**config.mk**
```make
export PLATFORM = sky130hd
export DESIGN_NAME = lcc_unit
export DESIGN_NICKNAME = d
export VERILOG_FILES = /design/src/lcc_pkg.sv /design/src/lcc_order.sv /design/src/lcc_unit.sv
export SDC_FILE = /design/constraint.sdc
export NUM_CORES = 1
export LEC_CHECK = 0
export ABC_AREA = 1
export ABC_CLOCK_PERIOD_IN_PS = 2930
export BUFFER_PORTS_ARGS = -buffer_cell sky130_fd_sc_hd__buf_2
export CAP_MARGIN = 10
export CORE_ASPECT_RATIO = 1.5
export CORE_MARGIN = 2
export CORE_UTILIZATION = 37
export DETAILED_ROUTE_END_ITERATION = 10
export GPL_ROUTABILITY_DRIVEN = 0
export PLACE_DENSITY_LB_ADDON = 0.12
export SYNTH_ARGS = -nofsm -noshare
export SYNTH_HDL_FRONTEND = slang
export SYNTH_SLANG_ARGS = --single-unit
```
**constraint.sdc**
```tcl
create_clock -name clock -period 2.93 [get_ports clock]
set_input_delay 0.1465 -clock clock [delete_from_list [all_inputs] [get_ports clock]]
set_output_delay 0.1465 -clock clock [all_outputs]
set_load 0.01 [all_outputs]
```
**src/lcc_pkg.sv**
```systemverilog
// Purpose: Shared types and constants for the ladder compare and contact unit
// Assumes: Operands travel in 32-bit containers; 16-bit types use the low half
// Notes:   Operator and type codes are internal encodings of the sweep engine
`default_nettype none

package lcc_pkg;

    // ------------------------------------------------------------------
    // Widths and masks
    // ------------------------------------------------------------------
    localparam int LCC_DATA_W = 32;
    localparam int LCC_SHORT_W = 16;
    localparam logic [31:0] LCC_SIGN_MASK = 32'h8000_0000;
    localparam logic [31:0] LCC_MAG_MASK = 32'h7fff_ffff;
    localparam logic [31:0] LCC_EXP_MASK = 32'h7f80_0000;
    localparam logic [31:0] LCC_FRAC_MASK = 32'h007f_ffff;

    // ------------------------------------------------------------------
    // Reset values
    // ------------------------------------------------------------------
    localparam logic LCC_FLOW_RST = 1'b0;
    localparam logic LCC_FLAG_RST = 1'b0;

    // ------------------------------------------------------------------
    // Enumerations
    // ------------------------------------------------------------------
    typedef enum logic [2:0] {
        LCC_EQUAL_OP,
        LCC_NOT_EQUAL_OP,
        LCC_GREATER_OP,
        LCC_GREATER_OR_EQUAL_OP,
        LCC_LESS_OP,
        less_or_equal_op
    } lcc_op_t;

    typedef enum logic [1:0] {
        LCC_SIGNED_INT_TYPE,
        signed_double_type,
        LCC_WORD_TYPE,
        LCC_FLOAT_TYPE
    } lcc_type_t;

    typedef enum logic [1:0] {
        LCC_OPEN_CONTACT,
        LCC_CLOSED_CONTACT,
        LCC_CONT_CONTACT,
        LCC_NO_CONTACT
    } lcc_contact_t;

    // ------------------------------------------------------------------
    // Request carriers
    // ------------------------------------------------------------------
    typedef struct packed {
        logic enable;
        lcc_op_t op;
        lcc_type_t dtype;
        logic [31:0] first_operand;
        logic [31:0] second_operand;
    } lcc_cmp_req_t;

    typedef struct packed {
        logic enable;
        lcc_type_t dtype;
        logic [31:0] test_value;
        logic [31:0] range_limit_a;
        logic [31:0] range_limit_b;
    } lcc_range_req_t;

    typedef struct packed {
        lcc_contact_t kind;
        logic flow_in;
        logic ref_bit;
        logic coil_exec;
        logic coil_flow;
        logic sweep_start;
    } lcc_relay_req_t;

endpackage : lcc_pkg

`default_nettype wire

```
**src/lcc_order.sv**
```systemverilog
// Purpose: Orders two operands of a selected type (less, equal, not-a-number)
// Assumes: Purely combinational; caller registers the outcome
// Notes:   Signed and float values map to unsigned keys so one compare serves all
`default_nettype none

module lcc_order
    import lcc_pkg::*;
(
    input wire lcc_pkg::lcc_type_t dtype, // Operand type
    input wire logic [31:0] x_val, // Left-hand operand
    input wire logic [31:0] y_val, // Right-hand operand
    output logic less, // x below y
    output logic equal, // x equals y
    output logic nan // Either float operand is not-a-number
);

    // ------------------------------------------------------------------
    // Width normalisation of short types
    // ------------------------------------------------------------------
    logic [31:0] x_norm;
    logic [31:0] y_norm;
    logic is_short;
    logic is_signed_int;
    logic is_float;
    assign is_short = (dtype == LCC_SIGNED_INT_TYPE) || (dtype == LCC_WORD_TYPE);
    assign is_signed_int = (dtype == LCC_SIGNED_INT_TYPE) || (dtype == signed_double_type);
    assign is_float = (dtype == LCC_FLOAT_TYPE);
    assign x_norm = !is_short ? x_val : (dtype == LCC_WORD_TYPE) ? {16'h0000, x_val[15:0]}
                  : {{LCC_SHORT_W{x_val[15]}}, x_val[15:0]};
    assign y_norm = !is_short ? y_val : (dtype == LCC_WORD_TYPE) ? {16'h0000, y_val[15:0]}
                  : {{LCC_SHORT_W{y_val[15]}}, y_val[15:0]};

    // ------------------------------------------------------------------
    // Order-preserving keys: two's complement and sign-magnitude
    // ------------------------------------------------------------------
    logic [31:0] x_key;
    logic [31:0] y_key;
    logic both_zero;
    logic x_nan;
    logic y_nan;
    assign x_key = is_float ? (x_norm[31] ? ~x_norm : (x_norm ^ LCC_SIGN_MASK))
                 : is_signed_int ? (x_norm ^ LCC_SIGN_MASK) : x_norm;
    assign y_key = is_float ? (y_norm[31] ? ~y_norm : (y_norm ^ LCC_SIGN_MASK))
                 : is_signed_int ? (y_norm ^ LCC_SIGN_MASK) : y_norm;
    assign both_zero = is_float && ((x_norm & LCC_MAG_MASK) == 32'h0)
                     && ((y_norm & LCC_MAG_MASK) == 32'h0);
    assign x_nan = ((x_norm & LCC_EXP_MASK) == LCC_EXP_MASK) && ((x_norm & LCC_FRAC_MASK) != 32'h0);
    assign y_nan = ((y_norm & LCC_EXP_MASK) == LCC_EXP_MASK) && ((y_norm & LCC_FRAC_MASK) != 32'h0);

    // Outcome; a not-a-number operand is unordered
    assign nan = is_float && (x_nan || y_nan);
    assign less = !nan && !both_zero && (x_key < y_key);
    assign equal = !nan && (both_zero || (x_key == y_key));

endmodule : lcc_order

`default_nettype wire

```
**src/lcc_unit.sv**
```systemverilog
// Purpose: Relational compare, range test and contact flow for one rung step
// Assumes: Sweep engine presents operands and flow synchronous to clock
// Notes:   Flows are sampled at the edge that takes the enable and held one cycle; the float flag holds until the next float compare
`default_nettype none

module lcc_unit
    import lcc_pkg::*;
(
    input wire logic clock, // 250 MHz clock
    input wire logic rst_n, // Synchronous reset, active low
    input wire lcc_pkg::lcc_cmp_req_t cmp_req, // Relational compare request
    input wire lcc_pkg::lcc_range_req_t range_req, // Range test request
    input wire lcc_pkg::lcc_relay_req_t relay_req, // Contact and continuation coil step
    output logic cmp_flow, // Compare result flow
    output logic range_flow, // Range result flow
    output logic float_compare_ok_flag, // Float compare status flag
    output logic contact_flow // Contact output flow
);

    import lcc_pkg::*;

    // ------------------------------------------------------------------
    // Operand ordering
    // ------------------------------------------------------------------
    logic cmp_less;
    logic cmp_equal;
    logic cmp_nan;
    logic a_less;
    logic a_equal;
    logic b_less;
    logic b_equal;

    // First operand on the left, second on the right
    lcc_order u_cmp_order (
        .dtype(cmp_req.dtype),
        .x_val(cmp_req.first_operand),
        .y_val(cmp_req.second_operand),
        .less(cmp_less),
        .equal(cmp_equal),
        .nan(cmp_nan)
    );

    // Test value against each limit
    lcc_order u_lim_a_order (
        .dtype(range_req.dtype),
        .x_val(range_req.test_value),
        .y_val(range_req.range_limit_a),
        .less(a_less),
        .equal(a_equal),
        .nan()
    );

    lcc_order u_lim_b_order (
        .dtype(range_req.dtype),
        .x_val(range_req.test_value),
        .y_val(range_req.range_limit_b),
        .less(b_less),
        .equal(b_equal),
        .nan()
    );

    // ------------------------------------------------------------------
    // Relation select
    // ------------------------------------------------------------------
    logic rel_hit;
    logic cmp_flow_next;
    logic ok_flag_next;
    logic float_cmp;
    assign float_cmp = cmp_req.enable && (cmp_req.dtype == LCC_FLOAT_TYPE);
    always_comb
    begin
        unique case (cmp_req.op)
            LCC_EQUAL_OP: rel_hit = cmp_equal;
            LCC_NOT_EQUAL_OP: rel_hit = !cmp_equal && !cmp_nan;
            LCC_GREATER_OP: rel_hit = !cmp_less && !cmp_equal && !cmp_nan;
            LCC_GREATER_OR_EQUAL_OP: rel_hit = !cmp_less && !cmp_nan;
            LCC_LESS_OP: rel_hit = cmp_less;
            less_or_equal_op: rel_hit = cmp_less || cmp_equal;
            default: rel_hit = 1'b0; // Unused operator codes give no flow
        endcase
    end
    assign cmp_flow_next = cmp_req.enable && rel_hit;
    // Flag holds unless a float compare runs
    assign ok_flag_next = float_cmp ? !cmp_nan : float_compare_ok_flag;

    // ------------------------------------------------------------------
    // Range test, limits in either order, endpoints included
    // ------------------------------------------------------------------
    logic at_or_above_a;
    logic at_or_below_a;
    logic at_or_above_b;
    logic at_or_below_b;
    logic range_type_ok;
    logic range_flow_next;
    assign at_or_above_a = !a_less;
    assign at_or_below_a = a_less || a_equal;
    assign at_or_above_b = !b_less;
    assign at_or_below_b = b_less || b_equal;
    // Float is not a range type; such a request yields no flow
    assign range_type_ok = (range_req.dtype != LCC_FLOAT_TYPE);
    assign range_flow_next = range_req.enable && range_type_ok
                           && ((at_or_above_a && at_or_below_b) || (at_or_above_b && at_or_below_a));

    // ------------------------------------------------------------------
    // Contacts and continuation pair
    // ------------------------------------------------------------------
    logic cont_state_reg;
    logic cont_state_next;
    logic cont_valid_reg;
    logic cont_valid_next;
    logic ref_on;
    logic contact_flow_next;
    assign ref_on = (relay_req.ref_bit == 1'b1);
    // One flow out per element; open and closed contacts gate flow in, the continuation contact ignores it
    assign contact_flow_next = (relay_req.kind == LCC_OPEN_CONTACT) ? (relay_req.flow_in && ref_on)
                             : (relay_req.kind == LCC_CLOSED_CONTACT) ? (relay_req.flow_in && !ref_on)
                             : (relay_req.kind == LCC_CONT_CONTACT) ? (cont_valid_reg && cont_state_reg)
                             : 1'b0;
    // Coil stores its flow; a new sweep forgets earlier coils unless one runs now
    assign cont_state_next = relay_req.coil_exec ? relay_req.coil_flow
                           : (relay_req.sweep_start ? 1'b0 : cont_state_reg);
    assign cont_valid_next = relay_req.coil_exec || (cont_valid_reg && !relay_req.sweep_start);

    // ------------------------------------------------------------------
    // Result registers
    // ------------------------------------------------------------------
    always_ff @(posedge clock)
    begin
        if (!rst_n)
        begin
            cmp_flow <= LCC_FLOW_RST;
            range_flow <= LCC_FLOW_RST;
            float_compare_ok_flag <= LCC_FLAG_RST;
            contact_flow <= LCC_FLOW_RST;
        end
        else
        begin
            cmp_flow <= cmp_flow_next;
            range_flow <= range_flow_next;
            float_compare_ok_flag <= ok_flag_next;
            contact_flow <= contact_flow_next;
        end
    end

    // Continuation coil storage
    always_ff @(posedge clock)
    begin
        if (!rst_n)
        begin
            cont_state_reg <= LCC_FLOW_RST;
            cont_valid_reg <= 1'b0;
        end
        else
        begin
            cont_state_reg <= cont_state_next;
            cont_valid_reg <= cont_valid_next;
        end
    end
endmodule : lcc_unit

`default_nettype wire

```
; ---- After elaboration in Yosys (flattened, before gate mapping)
; Index checks and enable logic that the tools add are counted.
[totals]
output_inout_bits = 4
elab_cells = 150
input_bits = 178
regBits = 6
[op_classes]
eq_ne = 22
bitwise_logic = 10
reduce_logical = 78
muxes = 31
order_cmp = 3
[ops]
columns = operator, count
row1 = $mux 32, 25
row2 = $logic_not 32->1, 5
row3 = $not 32->32, 5
row4 = $reduce_bool 32->1, 5
row5 = $eq 32x32->1, 3
row6 = $lt 32x32->1, 3
row7 = $eq 8x8->1 const B, 5
row8 = $logic_and 1x1->1, 36
row9 = $logic_or 1x1->1, 15
row10 = $logic_not 1->1, 12
row11 = $eq 2x2->1 const B, 5
row12 = $eq 2x1->1 const B, 3
row13 = $eq 3x2->1 const B, 2
row14 = $eq 3x3->1 const B, 2
row15 = $logic_not 2->1, 3
row16 = $pmux 1 s6, 1
row17 = $mux 1, 5
row18 = $not 1->1, 5
row19 = $eq 3x1->1 const B, 1
row20 = $logic_not 3->1, 1
row21 = $ne 2x2->1 const B, 1
row22 = $reduce_bool 2->1, 1

; ---- Longest topological paths before layout
[logic_depth]
depth_word = 15
mapped_depth = 21
depth_no_buf = 20

; ---- By module
; Synthesis repeated with hierarchy kept, for this count alone.
[hier_totals]
hier_cells = 1187
hier_area_um2 = 7442.1
[modules_own_cells]
columns = mod, seq_area_each_um2, cells_per_inst, area_per_inst_um2, instances
row1 = lcc_order (u_cmp_order ...), 0.0, 381, 2437.3, 2
row2 = lcc_order (u_lim_b_order), 0.0, 381, 2264.7, 1
row3 = lcc_unit, 120.1, 44, 302.8, 1

; ---- Worst setup path before layout
; Ideal clock, no wire load.
[synth_timing]
kind = input to register
start = in range_req[96] (netlist name)
end = reg range_flow
required_ns = 2.866
t_arrival_ns = 2.297
setup_ns = 0.064
slack_ns = 0.570
stages = 18
n_path_buf = 2
cell_sequence = clkbuf_1 > nor2_1 > nand2_1 > clkbuf_1 > nand2_1 > xor2_1 > inv_1 > ha_1 > nand2_1 > nor2_1 > nand2_1 > nor4_1 > nand3_1 > nand2_1 > inv_1 > nand2_1 > nor2_1 > nor2_1
[synth_via]
elab_chain_cells = 14
word_cells_on_any_way = 72
classes_between = order compare: 2 / eq/ne: 9 / mux: 15 / bitwise: 6 / reduce/logical: 40
[synth_rtl]
columns = element, line_no
row1 = start: declaration, lcc_unit.sv:12  ; input wire lcc_pkg::lcc_range_req_t range_req,
row2 = "parallel branches: the longest is 13 deep, another holds $lt 32x32->1", -
row3 = $logic_and 1x1->1 (*), lcc_unit.sv:102  ; && ((at_or_above_a && at_or_below_b) || (at_or_above_b && at_or_below_a));
row4 = end signal: assignment, lcc_unit.sv:139  ; range_flow <= range_flow_next;
row5 = end: declaration, lcc_unit.sv:15  ; output logic range_flow,
; Every way passes the cells marked *.
; A chain may end at the register's enable or synchronous reset.

; ---- Final worst setup path
[layout_timing]
start = in range_req[97] (netlist name)
end = reg range_flow
; Same word-level chain as after synthesis.

==> impl_metrics.csv <==
group,metric,value,unit
outcome,status,"finished, final reports clean",
cells_and_area,antenna-diode-count,0,
floorplanning,die_x,101.7,µm
cells_and_area,final_core_utilization,46.68,%
hold_path,worst_hold_path_type,"in2reg",
logic_synthesis,netlist.area_leader.share,22.68,%
routing,vias_after_detailed_routing,5813,
power_and_ir_drop,cell_internal_pwr,0.7508,mW
placed_design,placement.io_buffers,181,
timing,rsz_0062_raised_after_global_routing,"false",
floorplanning,area_enclosed_by_the_die_boundary,0.01531,mm²
clock_tree,ctsLongestPathBuffers,2,
logic_synthesis,postSynthNetCount,1148,
hold_path,hold_path.startpoint,"relay_req[6]",
timing,final.setup_skew,0.00008386,ns
clock_tree,cts_repair_resize_count,0,
floorplanning,row_count,53,
routing,dr.pass1.iters,4,
timing,timing.final.crit_period,2.440,ns
clock_tree,cts_tree,"done",
clock_tree,clock_pin_slew_of_the_registers_on_the_worst_case_setup_and_hold_paths,0.03,ns
worst_setup_path,worst-path-buf-inv,6,
grt,grt_overflow_total,0,
floorplanning,start_util,37.85,%
timing,final-setup-viol-count,0,
clock_tree,htree_num_levels,1,
worst_setup_path,startpoint_class,"primary input",
logic_synthesis,synth.distinct_cells,33,
power_and_ir_drop,power.combinational.fraction,78.6,%
worst_setup_path,reg2reg_from,"cont_valid_reg",
worst_setup_path,worst-r2r-setup-slack,2.25,ns
routing,dr.first_iter.drc_count,98,
cells_and_area,drive_gt1_share,20.02,%
hold_path,min_path_cells,2,
routing,routedWlPerCell,12.89,µm
logic_synthesis,mappedNetlistArea,0.005296,mm²
logic_synthesis,netlist_instances,874,
logic_synthesis,yosysWarningCount,0,
timing,whs,0.1271,ns
cells_and_area,nNetsFinal,1320,
logic_synthesis,yosysTopAreaCell,"ha_1",
routing,ant_nets,0,
worst_setup_path,cp_max_fo,10,
placed_design,hpwlAfterDp,14.17,mm
worst_setup_path,critPathRequiredTime,3.09,ns
clock_tree,clock-root-buffer,"clkbuf_16",
hold_path,min_delay_worst_endpoint,"contact_flow",
timing,tightest_slew,0.5272,ns
power_and_ir_drop,p_leak,3.804,nW
grt,grt_antenna_before_repair,0,
grt,gr-usage-all-layers,20.49,%
worst_setup_path,worstPathCellList,"buf_2, nor2_1, nand2_1, buf_4, nand2_1, xor2_1, inv_1, ha_1, nand2_1, inv_1, nand3_1, nor4_1, buf_4, nand3_1, nand2_1, inv_1, nand2_1, nor2_1, nor2_1",
timing,finalHoldViolCount,0,
worst_setup_path,end_kind,"flip-flop",
routing,drt_drc_violations_left,0,
floorplanning,chipHeight,150.5,µm
clock_tree,ctsHoldBuffers,0,
logic_synthesis,synth.ff_latch_count,6,
clock_tree,cts_setup_buffers,0,
worst_setup_path,ff2ff_path_depth,2,
power_and_ir_drop,netSwitchingFraction,47.99,%
timing,maxClockFrequency,409.9,MHz
worst_setup_path,critical_path_depth,19,
worst_setup_path,critical-path-top-delay-family,"simple AND/OR/NAND/NOR gates",
grt,first_pass_grt_wire_length,25.49,mm
cells_and_area,nFillCells,1568,
logic_synthesis,synth_seq_area_share,2.268,%
routing,routed_wl,15.93,mm
timing,totalNegativeSetupSlack,0,ns
power_and_ir_drop,clkPwrFrac,15.2,%
logic_synthesis,post_synth.cell_area_avg,6.060,µm²
grt,grt_start_max_net_pins,50,
cells_and_area,layout_commonest_cell,"nand2_1",
floorplanning,fp.coreArea,0.01399,mm²
cells_and_area,final_cell_mix,"nand2_1, buf_2, xor2_1",
worst_setup_path,worstReg2RegEnd,"contact_flow",
worst_setup_path,timing.setup.critical_path_class,"in2reg",
timing,maxSlewViolCount,0,
power_and_ir_drop,power.density,221.0,mW/mm²
cells_and_area,register_area,120.1,µm²
cells_and_area,syn2layout_area_growth,23.32,%
power_and_ir_drop,part_of_the_total_power_dissipated_in_sequential_elements,6.2,%
timing,final_critical_path_share_of_the_clock_period,83.26,%
clock_tree,insertion_delay,0.23,ns
power_and_ir_drop,vdd_ir_drop_max,0.1171,mV
cells_and_area,multi_input_area,0.004726,mm²
clock_tree,clkSinkCount,6,
timing,maxSlewHeadroom,64.85,%
grt,first_global_vias,5857,
flow_run,max-cap-violations,0,
worst_setup_path,worst_path_max_delay_cell,"ha_1",
logic_synthesis,synth.area.top_cells,"ha_1, xor2_1, nand2_1",
floorplanning,floorplan.io_pins,182,
routing,avgViaCountPerCell,4.703,
clock_tree,cts_made_buffers,3,
worst_setup_path,largest_stage_delay_on_the_critical_path,0.29,ns
power_and_ir_drop,switch_pwr,0.6928,mW
worst_setup_path,timing.critical_path.mode_cell,"nand2_1",
worst_setup_path,worst_ep_arrival_time,2.60,ns
cells in the mapped netlist:
cell type  instances
nand2_1          267
xor2_1           120
ha_1              96
inv_1             81
nor2_1            80
a21oi_1           50
xnor2_1           35
nand3_1           32
o21ai_0           27
buf_2             16
nand4_1           12
clkbuf_1          10
dfxtp_1            6
o21ai_1            5
a211oi_1           4
a31oi_1            4
buf_4              3
inv_2              3
nand3b_1           3
nor3_1             3
a21boi_0           2
a21o_1             2
o21a_1             2
or2_1              2
a41oi_1            1
and3_1             1
buf_1              1
clkinv_1           1
nand3_2            1
nor2_4             1
nor4_1             1
o22ai_1            1
o31ai_1            1
how the worst max path moves through the flow:
stage	end	from	slack, ns
after detailed placement	range_flow	range_req[97]	0.24
final	range_flow	range_req[97]	0.49
after global placement	range_flow	range_req[97]	0.27
after floorplan	range_flow	range_req[96]	0.57
after CTS	range_flow	range_req[97]	0.47
after global routing	range_flow	range_req[97]	0.06
final cells by class:
class / instances / area share [%]
Clock buffer: 3 / 1.149
Inverter: 85 / 4.885
Multi-Input combinational cell: 753 / 72.36
Sequential cell: 6 / 1.839
Tap cell: 192 / 3.678
Timing Repair Buffer: 197 / 16.09
layer usage:
layer  vias up  share of wire [%]  track usage (%)
met2       151                 57            44.24
li1       3132                  -                -
met5         -                  0                0
met4         0                1.6            3.581
met3        16                3.9           0.7892
met1      2514                 37            20.79
power by group through the flow:
stage          clock [mW]  combinational (mW)  sequential (mW)
3_3_place_gp            0                1.15           0.0909
5_1_grt             0.227                1.33           0.0901
2_1_floorplan           0               0.783           0.0922
3_5_place_dp            0                1.15           0.0908
4_1_cts             0.224                1.15           0.0896
6_report            0.220                1.13           0.0896
per-stage QoR:
stage / instance area (µm²) / total power, mW / instances / worst slack, ns
2_1_floorplan: 5296 / 0.8751 / 874 / 0.5696
3_3_place_gp: 6456 / 1.240 / 1233 / 0.2660
3_5_place_dp: 6456 / 1.238 / 1233 / 0.2440
4_1_cts: 6531 / 1.468 / 1236 / 0.4694
5_1_grt: 6531 / 1.648 / 1236 / 0.05552
6_report: 6531 / 1.444 / 1236 / 0.4905
logic make-up (layout without fill, tap and decap cells):
family / Yosys count / in the layout / share of synthesized area (%)
xor+xnor: 155 / 155 / 25.63
fa+ha+maj: 96 / 96 / 22.68
simple gates: 403 / 403 / 30.62
flops: 6 / 6 / 2.268
buf+inv: 115 / 285 / 8.741
compound gates: 99 / 99 / 10.06
worst reg2reg max path, delay by kind of cell (launching register included):
| kind | cells | cell delay [ns] |
|---|---|---|
| compound gates | 1 | 0.21 |
| flops | 1 | 0.33 |
| simple gates | 1 | 0.06 |
(Power assumes the default switching activity.)
